### src/pcd_regs.vh
`ifndef PCD_REGS_VH
`define PCD_REGS_VH
// clock and line timing
`define PCD_CLK_HZ 25000000
`define PCD_HOLD_US 2500
// hold count: 2.5 ms at 25 MHz, microseconds times whole cycles per microsecond, no rounding up
`define PCD_HOLD_CYC ((`PCD_HOLD_US * (`PCD_CLK_HZ / 1000000)))
// pwm period 1 ms, split into 16 slots
`define PCD_PWM_HZ 1000
`define PCD_PWM_SLOT_CYC ((`PCD_CLK_HZ / `PCD_PWM_HZ) / 16)
// led code limits
`define PCD_LED_MAX_CODE 5'h1F
`define PCD_LED_FULL_CODE 5'h01
`define PCD_LED_PWM_FIRST 5'h0C
`define PCD_LED_FINE_FIRST 5'h16
// regulator count limits
`define PCD_REG_MAX_CODE 4'hF
`define PCD_REG_OFF_CODE 4'h0
`endif

### src/pcd_line_timer.v
`timescale 1ns/1ps
`default_nettype none
// per-line pulse counter and hold / shutdown timer
module pcd_line_timer #(
   parameter HOLD_CYC = 62500,
   parameter CW = 5,
   parameter [CW-1:0] MAXC = 5'h1F,
   parameter SATURATE = 0
) (
   input wire mclk_in,
   input wire srst_in,
   input wire ce_in,
   input wire line_in,
   output reg [CW-1:0] count_out,
   output reg sat_out,
   output reg high_done_out,
   output reg low_done_out
);
   reg line_d_r; // previous synchronised level
   reg [31:0] tmr_r; // cycles since last edge
   wire rise = line_in & ~line_d_r;
   wire edge_w = line_in ^ line_d_r;
   // restart the interval timer at every edge, hold at the limit
   always @(posedge mclk_in) begin
      if (srst_in) begin
         line_d_r <= 1'b1;
         tmr_r <= 32'h00000000;
         count_out <= {CW{1'b0}};
         sat_out <= 1'b0;
         high_done_out <= 1'b0;
         low_done_out <= 1'b0;
      end else if (ce_in) begin
         line_d_r <= line_in;
         high_done_out <= 1'b0;
         low_done_out <= 1'b0;
         if (edge_w) begin
            tmr_r <= 32'h00000000;
         end else if (tmr_r < HOLD_CYC) begin
            tmr_r <= tmr_r + 32'h00000001;
            // one pulse when the interval completes
            if (tmr_r == HOLD_CYC - 1) begin
               high_done_out <= line_in;
               low_done_out <= ~line_in;
            end
         end
         if (rise) begin
            // count on rising edge of each low pulse
            if (count_out == MAXC) begin
               if (SATURATE != 0) begin
                  sat_out <= 1'b1;
               end else begin
                  count_out <= {{(CW-1){1'b0}}, 1'b1};
               end
            end else begin
               count_out <= count_out + {{(CW-1){1'b0}}, 1'b1};
            end
         end else if (high_done_out | low_done_out) begin
            // a fresh train starts from zero after any latch or shutdown
            count_out <= {CW{1'b0}};
            sat_out <= 1'b0;
         end
      end
   end
endmodule
`default_nettype wire

### src/pcd_pwm.v
`timescale 1ns/1ps
`default_nettype none
// 1 kHz pwm with 16 slots of duty resolution
module pcd_pwm #(
   parameter SLOT_CYC = 1562
) (
   input wire mclk_in,
   input wire srst_in,
   input wire ce_in,
   input wire [4:0] duty_in,
   output reg pwm_out
);
   reg [15:0] div_r; // slot prescaler
   reg [3:0] slot_r; // slot within the period
   // free running period counter; the pwm compares slot to duty
   always @(posedge mclk_in) begin
      if (srst_in) begin
         div_r <= 16'h0000;
         slot_r <= 4'h0;
         pwm_out <= 1'b1;
      end else if (ce_in) begin
         if (div_r == SLOT_CYC - 1) begin
            div_r <= 16'h0000;
            slot_r <= slot_r + 4'h1;
         end else begin
            div_r <= div_r + 16'h0001;
         end
         pwm_out <= ({1'b0, slot_r} < duty_in);
      end
   end
endmodule
`default_nettype wire

### src/pcd_ctrl.v
`timescale 1ns/1ps
`default_nettype none
`include "pcd_regs.vh"
module pcd_ctrl #(
   parameter HOLD_CYC = `PCD_HOLD_CYC,
   parameter SLOT_CYC = `PCD_PWM_SLOT_CYC
) (
   input wire mclk_in,
   input wire srst_in,
   input wire ce_in,
   input wire led_ctrl_line_in,
   input wire regulator_ctrl_line_in,
   input wire thermal_recover_in,
   output reg led_enable_out,
   output reg [4:0] led_code_out,
   output reg led_pwm_out,
   output reg [3:0] led_duty_out,
   output reg reg_enable_out,
   output reg [3:0] reg_sel_out,
   output reg [5:0] first_regulator_mv100_out,
   output reg [5:0] second_regulator_mv100_out
);
   // two-flop synchronisers for the pins
   // reset to the idle high level so no false edge is counted after reset
   reg led_s1_r, led_s2_r, reg_s1_r, reg_s2_r;
   always @(posedge mclk_in) begin
      if (srst_in) begin
         led_s1_r <= 1'b1;
         led_s2_r <= 1'b1;
         reg_s1_r <= 1'b1;
         reg_s2_r <= 1'b1;
      end else if (ce_in) begin
         led_s1_r <= led_ctrl_line_in;
         led_s2_r <= led_s1_r;
         reg_s1_r <= regulator_ctrl_line_in;
         reg_s2_r <= reg_s1_r;
      end
   end

   // independent timer per line
   wire [4:0] led_cnt;
   wire led_hi_done, led_lo_done;
   pcd_line_timer #(.HOLD_CYC(HOLD_CYC), .CW(5), .MAXC(`PCD_LED_MAX_CODE), .SATURATE(0))
   u_led (
      .mclk_in(mclk_in),
      .srst_in(srst_in),
      .ce_in(ce_in),
      .line_in(led_s2_r),
      .count_out(led_cnt),
      .sat_out(),
      .high_done_out(led_hi_done),
      .low_done_out(led_lo_done)
   );
   wire [3:0] reg_cnt;
   wire reg_sat, reg_hi_done, reg_lo_done;
   pcd_line_timer #(.HOLD_CYC(HOLD_CYC), .CW(4), .MAXC(`PCD_REG_MAX_CODE), .SATURATE(1))
   u_reg (
      .mclk_in(mclk_in),
      .srst_in(srst_in),
      .ce_in(ce_in),
      .line_in(reg_s2_r),
      .count_out(reg_cnt),
      .sat_out(reg_sat),
      .high_done_out(reg_hi_done),
      .low_done_out(reg_lo_done)
   );

   // duty in sixteenths for a current code
   function [4:0] duty_of;
      input [4:0] code;
      begin
         if (code < `PCD_LED_PWM_FIRST) begin
            duty_of = 5'h10; // full on above 6.4mA
         end else if (code < `PCD_LED_FINE_FIRST) begin
            // 16,14,12,10 repeating from 6.4mA to 1.4mA
            duty_of = 5'h10 - {2'b00, code[1:0], 1'b0};
         end else if (code < 5'h19) begin
            // 1.2, 1.0, 0.8mA give 12, 10, 8
            duty_of = 5'h0C - {code[3:0] - 4'h6, 1'b0};
         end else begin
            // 0.7 down to 0.1mA give 7 down to 1
            duty_of = 5'h1F - code + 5'h01;
         end
      end
   endfunction

   // regulator pair in units of 0.1V, first in high half
   function [11:0] pair_of;
      input [3:0] sel;
      begin
         case (sel)
            4'h1: pair_of = {6'd28, 6'd12};
            4'h2: pair_of = {6'd33, 6'd12};
            4'h3: pair_of = {6'd28, 6'd15};
            4'h4: pair_of = {6'd33, 6'd15};
            4'h5: pair_of = {6'd12, 6'd18};
            4'h6: pair_of = {6'd18, 6'd18};
            4'h7: pair_of = {6'd28, 6'd18};
            4'h8: pair_of = {6'd33, 6'd18};
            4'h9: pair_of = {6'd28, 6'd28};
            4'hA: pair_of = {6'd0, 6'd15};
            4'hB: pair_of = {6'd0, 6'd18};
            4'hC: pair_of = {6'd0, 6'd28};
            4'hD: pair_of = {6'd18, 6'd0};
            4'hE: pair_of = {6'd28, 6'd0};
            4'hF: pair_of = {6'd33, 6'd0};
            default: pair_of = {6'd0, 6'd0};
         endcase
      end
   endfunction

   // pwm engine, duty taken from the latched code
   wire pwm_w;
   wire [4:0] duty_w = duty_of(led_code_out);
   pcd_pwm #(.SLOT_CYC(SLOT_CYC)) u_pwm (
      .mclk_in(mclk_in),
      .srst_in(srst_in),
      .ce_in(ce_in),
      .duty_in(duty_w),
      .pwm_out(pwm_w)
   );

   // the wake pulse is the first rising edge seen while in shutdown
   reg reg_wake_r; // first edge already consumed
   reg reg_d_r; // previous synchronised regulator level
   wire reg_rise = reg_s2_r & ~reg_d_r;
   reg led_seen_r; // startup level already judged
   reg [1:0] settle_r; // waits until the synchronisers show the real pin level

   // led latch: hold high latches count, long low shuts down
   always @(posedge mclk_in) begin
      if (srst_in) begin
         led_enable_out <= 1'b0;
         led_code_out <= `PCD_LED_FULL_CODE;
         led_pwm_out <= 1'b0;
         led_duty_out <= 4'h0;
         led_seen_r <= 1'b0;
         settle_r <= 2'h0;
      end else if (ce_in) begin
         if (settle_r != 2'h3) begin
            settle_r <= settle_r + 2'h1;
         end
         led_pwm_out <= led_enable_out & pwm_w;
         led_duty_out <= duty_w[3:0];
         if (thermal_recover_in) begin
            led_code_out <= `PCD_LED_FULL_CODE;
         end else if (!led_seen_r && (settle_r == 2'h3) && led_s2_r) begin
            // line already high at start: full brightness at once
            led_seen_r <= 1'b1;
            led_enable_out <= 1'b1;
            led_code_out <= `PCD_LED_FULL_CODE;
         end else if (led_hi_done) begin
            led_seen_r <= 1'b1;
            led_enable_out <= 1'b1;
            // no pulses means plain on at full current
            led_code_out <= (led_cnt == 5'h00) ? `PCD_LED_FULL_CODE : led_cnt;
         end else if (led_lo_done) begin
            led_seen_r <= 1'b1;
            led_enable_out <= 1'b0;
         end
      end
   end

   // regulator latch: wake edge, saturation, shutdown
   always @(posedge mclk_in) begin
      if (srst_in) begin
         reg_d_r <= 1'b1;
         reg_wake_r <= 1'b0;
         reg_enable_out <= 1'b0;
         reg_sel_out <= `PCD_REG_OFF_CODE;
         first_regulator_mv100_out <= 6'h00;
         second_regulator_mv100_out <= 6'h00;
      end else if (ce_in) begin
         reg_d_r <= reg_s2_r;
         {first_regulator_mv100_out, second_regulator_mv100_out} <= reg_enable_out ?
            pair_of(reg_sel_out) : 12'h000;
         if (thermal_recover_in) begin
            reg_sel_out <= `PCD_REG_OFF_CODE;
         end else if (reg_lo_done) begin
            reg_enable_out <= 1'b0;
            reg_wake_r <= 1'b0;
         end else if (reg_hi_done) begin
            if (reg_enable_out | reg_wake_r) begin
               reg_enable_out <= 1'b1;
               // running: every edge counts, no wake pulse
               reg_sel_out <= reg_sat ? `PCD_REG_OFF_CODE :
                  (reg_enable_out ? reg_cnt : reg_cnt - 4'h1);
            end
            reg_wake_r <= 1'b0;
         end else if (reg_rise && !reg_enable_out) begin
            reg_wake_r <= 1'b1;
         end
      end
   end
endmodule
`default_nettype wire

### config.mk
export PLATFORM = sky130hd
export DESIGN_NAME = pcd_ctrl
export DESIGN_NICKNAME = d
export VERILOG_FILES = /design/src/pcd_line_timer.v /design/src/pcd_pwm.v /design/src/pcd_ctrl.v
export VERILOG_INCLUDE_DIRS = /design/src /design/src/src
export SDC_FILE = /design/constraint.sdc
export NUM_CORES = 1
export LEC_CHECK = 0
export BUFFER_PORTS_ARGS = -buffer_cell sky130_fd_sc_hd__clkbuf_2
export CORE_ASPECT_RATIO = 2
export CORE_UTILIZATION = 51
export DETAILED_ROUTE_END_ITERATION = 6
export GPL_TIMING_DRIVEN = 0
export PLACE_DENSITY = 0.68
export SETUP_SLACK_MARGIN = 0.2
export SYNTH_ARGS = -nofsm -noshare
export SYNTH_HDL_FRONTEND = slang
export SYNTH_HIERARCHICAL = 1
export SYNTH_SLANG_ARGS = --single-unit
export TNS_END_PERCENT = 100
### constraint.sdc
create_clock -name mclk_in -period 2.5 [get_ports mclk_in]
set_input_delay 0.5 -clock mclk_in [delete_from_list [all_inputs] [get_ports mclk_in]]
set_output_delay 0.5 -clock mclk_in [all_outputs]
set_load 0.01 [all_outputs]
== Yosys cells after proc, flatten, opt, wreduce, memory -nomap -nowiden ==
Memory sizes are Yosys's and may differ from the RTL's. A register that Yosys moved wholly into a read port is not among the register bits.
Index checks and enable logic that the tools add are counted.
Operators by class
  equality and inequality tests: 10
  multiplexer cells: 54
  reduce and logical (&&, ||, !) cells: 29
  $lt $le $gt $ge: 6
  add/subtract/negate cells: 13
  bitwise logic cells: 13
Operators by type and width (count)
  two-way mux 32 bit: 4
  adder 32 x 1 -> 32 bit (second input constant): 2
  == test 32 x 16 -> 1 bit (second input constant): 2
  < comparator 32 x 16 -> 1 bit (second input constant): 2
  two-way mux 5 bit: 10
  two-way mux 4 bit: 11
  two-way mux 1 bit: 27
  adder 16 x 1 -> 16 bit (second input constant): 1
  == test 16 x 11 -> 1 bit (second input constant): 1
  two-way mux 16 bit: 1
  nonzero test 2 bit: 8
  two-way mux 12 bit: 1
  AND reduction 2 bit: 6
  AND reduction 3 bit: 4
  adder 5 x 1 -> 5 bit (second input constant): 2
  < comparator 5 bit (second input constant): 2
  nonzero test 3 bit: 3
  adder 4 x 1 -> 4 bit (second input constant): 2
  != test 2 bit (second input constant): 4
  AND reduction 4 bit: 2
  == test 5 bit (second input constant): 1
  logical NOT 5 bit: 1
  < comparator 4 x 5 -> 1 bit: 1
  < comparator 5 x 4 -> 1 bit (second input constant): 1
  14 further kinds: 26
Word-level totals
  input port bits: 6
  word-level logic and storage cells: 155
  register bits after elaboration: 137
  output and inout bits: 28
  memories: 1
  memory bits (read-only): 176
Memory list
  (name not given): depth 16, width 11, rd ports 1, clocked after memory_dff 1, write ports 0, line pcd_ctrl.v:91  | case (sel)

== Logic depth before layout (Yosys ltp) ==
  depth in word-level cells: 9
  depth in mapped cells: 12
  gate-level depth less buffers: 12

== Hierarchy ==
Netlist, hierarchy kept.
By module, submodules not included
  pcd_ctrl: seq. area each 820.8 um2, area each 2103.3 um2, times used 1, cells an instance 232
  pcd_line_timer (u_led): seq. area each 800.8 um2, area each 1940.6 um2, times used 1, cells an instance 204
  pcd_line_timer (u_reg): seq. area each 800.8 um2, area each 1789.2 um2, times used 1, cells an instance 195
  pcd_pwm: seq. area each 420.4 um2, area each 1087.3 um2, times used 1, cells an instance 119

== Least setup slack after synthesis ==
No wires, ideal clock.
  path kind: reg-to-reg
  start point: reg led_code_out[2]
  end point: reg u_pwm.pwm_out
  data arrival time: 2229 ps
  setup slack: 214 ps
  clock period less this slack: 2286 ps
  data required time: 2443 ps
  cell stages (with the launch flop): 11
  setup time: 57 ps
  buffers on the path: 0
  cell sequence: dfxtp_1 -> inv_1 -> ha_1 -> a21oi_2 -> nor2_1 -> a2111oi_0 -> inv_1 -> ha_1 -> a211o_1 -> o2111ai_1 -> a21o_1
On the way
  cells in the longest elaborated chain, start to end: 6
  elaborated cells on any way between the ends: 11
  classes of those cells: add/sub: 4; order compare: 4; mux: 3
Ends and longest elaborated chain
  from (decl): line pcd_ctrl.v:15  | output reg [4:0] led_code_out,
  from (signal assigned): line pcd_ctrl.v:134  | led_code_out <= `PCD_LED_FULL_CODE;
  from (signal assigned): line pcd_ctrl.v:146  | led_code_out <= `PCD_LED_FULL_CODE;
  from (signal assigned): line pcd_ctrl.v:151  | led_code_out <= `PCD_LED_FULL_CODE;
  subtractor 5 bit: line pcd_ctrl.v:82  | duty_of = 5'h1F - code + 5'h01;
  adder 5 x 1 -> 5 bit: line pcd_ctrl.v:82
  two-way mux 5 bit: line pcd_ctrl.v:77  | end else if (code < 5'h19) begin
  two-way mux 5 bit: line pcd_ctrl.v:74  | end else if (code < `PCD_LED_FINE_FIRST) begin
  two-way mux 5 bit *: line pcd_ctrl.v:72  | if (code < `PCD_LED_PWM_FIRST) begin
  named net duty_w[2]: line pcd_ctrl.v:114  | wire [4:0] duty_w = duty_of(led_code_out);
  < comparator 4 x 5 -> 1 bit *: line pcd_pwm.v:28  | pwm_out <= ({1'b0, slot_r} < duty_in);
  to (signal assigned): line pcd_pwm.v:28
  to (decl): line pcd_pwm.v:11  | output reg pwm_out
Mark *: on every way through the listed nets, which the timed path passes. The rest lies on a longest branch.
A chain may end at the register's enable or synchronous reset.

== Worst setup path after layout ==
  start point: reg led_code_out[0]
  end point: reg u_pwm.pwm_out
On the way
  cells in the longest elaborated chain, start to end: 6
  elaborated cells on any way between the ends: 12
  classes of those cells: add/sub: 5; order compare: 4; mux: 3
Ends and longest elaborated chain (line)
  subtractor 5 bit or subtractor 4 x 3 -> 4 bit (tied branches): pcd_ctrl.v:82, pcd_ctrl.v:79
  adder 5 x 1 -> 5 bit or subtractor 4 x 5 -> 5 bit (tied branches): pcd_ctrl.v:82, pcd_ctrl.v:79
  two-way mux 5 bit: pcd_ctrl.v:77
  two-way mux 5 bit: pcd_ctrl.v:74
  two-way mux 5 bit *: pcd_ctrl.v:72
  named net duty_w[3]: pcd_ctrl.v:114
  < comparator 4 x 5 -> 1 bit *: pcd_pwm.v:28
Marked as above.

==> metrics.md <==
| Metric | Value |
|---|---|
| Status | finished with violations |
| Failing checks | design-rule violations |
| Max Cap Viol | 0 |
| WL/cell | 15.48 um |
| Number of global-route vias before repair | 5625 |
| Worst setup SP type | flop |
| Die span in x | 84.30 um |
| CP arrival | 2.59 ns |
| DR DRC count | 5 |
| Core footprint | 0.01314 mm^2 |
| WL final | 14930 um |
| Commonest non-fill, non-tap cell in the layout | dfxtp_1 |
| Clk_lat worst skew | 0.41 ns |
| Worst IR Drop VDD | 0.4647 mV |
| Layout cells sized above 1 | 16.48% |
| CTS buffer count | 17 |
| Nets | 836 |
| Post-CTS Hold Buffers | 0 |
| Final setup fails | 0 |
| Final period util | 91.88% |
| Vias per cell | 5.855 |
| Row cnt | 59 |
| Commonest non-fill, non-tap cells in the layout | dfxtp_1 (140), nor2_1 (74), nand2_1 (48) |
| RSZ-0062 raised after global routing | yes |
| Grt ovf | 0 |
| Worst-margin pin slew | 0.6309 ns |
| Placed inst area | between 0.007 and 0.008 mm^2 |
| Die H | about 170 um |
| Worst Setup Path Type | reg -> reg |
| IO buf count | 32 |
| PwrDens | 657.6 mW/mm^2 |
| Starting density of the core | 52.58% |
| Iter 0 DRT Violations | around 220 |
| Syn avg cell area | around 9 um^2 |
| GPL Wtd Cong | between 0.8 and 0.9 |
| Final instance area | 0.007991 mm^2 |
| Min cycle time layout | 2.297 ns |
| Fmax | 0.4354 GHz |
| Post-route ant nets | 0 |
| Ys Warns | 6 |
| CTS Sinks | 142 |
| Initial antenna violation count | 0 |
| Bufs on Longest Clock Path | 2 |
| First-pass GRT wire length | 25150 um |
| Final setup skew | 0.008965 ns |
| IO Pins | 34 |
| Vias | 5650 |
| DIE AREA | ~0.014 mm^2 |
| Tot Pwr | roughly 5300 uW |
| Mapped cell area | 0.006909 mm^2 |
| Clk pin slew, worst setup/hold paths | 0.06 ns |
| Total Routing Usage GR | 21.89% |
| CP max FO | 6 |
| Final HPWL DP | 10770 um |
| Worst setup EP type | flop |
| CTS Root Cell | clkbuf_16 |
| Syn nets | 781 |
| Largest net degree at the start of global routing | 17 |
| Final Slew Violations | 0 |
| Layout area overhead | 15.66% |
| Sum Neg Setup Slack | 0 ns |
| Mapped Cells | 748 |
| H-tree depth | 4 |
| DR pass1 iterations | 7 |
| Diodes inserted | 0 |
| Relative slew slack | 57.58% |
| Data required, critical path | 2.80 ns |
| CTS tree | yes |
| Final hold vios | 0 |
| Min-Delay Path Class | in -> reg |
| Fillers | 1107 |
| Pleak | 0.003117 uW |
worst max-delay path: stages, from the launching register on:
cell and delay (ns):
dfxtp_1 0.46, inv_1 0.14, ha_1 0.26, nor2_1 0.24, o21ai_0 0.17, a22oi_2 0.28
inv_1 0.07, ha_1 0.27, o2111ai_1 0.11, a21o_1 0.17
final timing paths:
path                               start             to  slack, ns  cells after the start
hold reg to reg               led_seen_r     led_seen_r       0.46                      2
setup reg to reg         led_code_out[0]  u_pwm/pwm_out       0.20                      9
hold / removal    regulator_ctrl_line_in       reg_s1_r       0.33                      3
setup / recovery         led_code_out[0]  u_pwm/pwm_out       0.20                      9
area by class of cell:
class / count / area [um^2] / area share [%]
Multi-Input combinational cell: 541 / 3791 / 47.44
Sequential cell: 142 / 2848 / 35.63
Clock buffer: 19 / 452.9 / 5.668
Buffer: 33 / 210.2 / 2.630
Timing Repair Buffer: 36 / 190.2 / 2.380
Tap cell: 152 / 190.2 / 2.380
Clock inverter: 10 / 188.9 / 2.364
Inverter: 32 / 120.1 / 1.503
registers in the layout, indices dropped and copies added, names as in the netlist, 2 cells and up, named ones only:
name	count
led_code_out	5
u_pwm/slot_r	4
settle_r	2
u_pwm/div_r	16
u_led/tmr_r	32
first_regulator_mv100_out	4
second_regulator_mv100_out	4
reg_sel_out	4
u_reg/count_out	4
led_duty_out	4
u_reg/tmr_r	32
u_led/count_out	5
layer usage:
metal | GRT usage, % | share of wire, %
met1 | 22.57 | 40
met2 | 42.34 | 56
met3 | 3.568 | 2.4
met4 | 9.445 | 1.9
met5 | 0 | 0
per-stage QoR:
stage	utilization (%)	hold slack, ns	worst slack (ns)	instances
6_report	60.82	0.3297	0.2031	965
3_3_place_gp	55.25	0.4419	-0.2015	932
4_1_cts	60.46	0.3239	0.2122	963
3_5_place_dp	55.25	0.4511	-0.2694	932
5_1_grt	60.82	0.3463	0.1117	965
2_1_floorplan	-	0.4311	0.2143	748
timing repair:
action | in CTS | in global routing
setup buffers | 2 | 2
endpoints found under the hold margin | 0 | 0
setup endpoints to repair | 1 | 5
gates cloned | 0 | 0
gates resized for setup | 6 | 8
pin swaps | 1 | 2
report_power, final:
part | switching [uW] | internal, uW
registers | 22.4 | 2290
clock network | 937 | 1810
logic | 130 | 70.0
total | 1090 | 4170
Note: power is estimated with default switching activity, not from simulation.
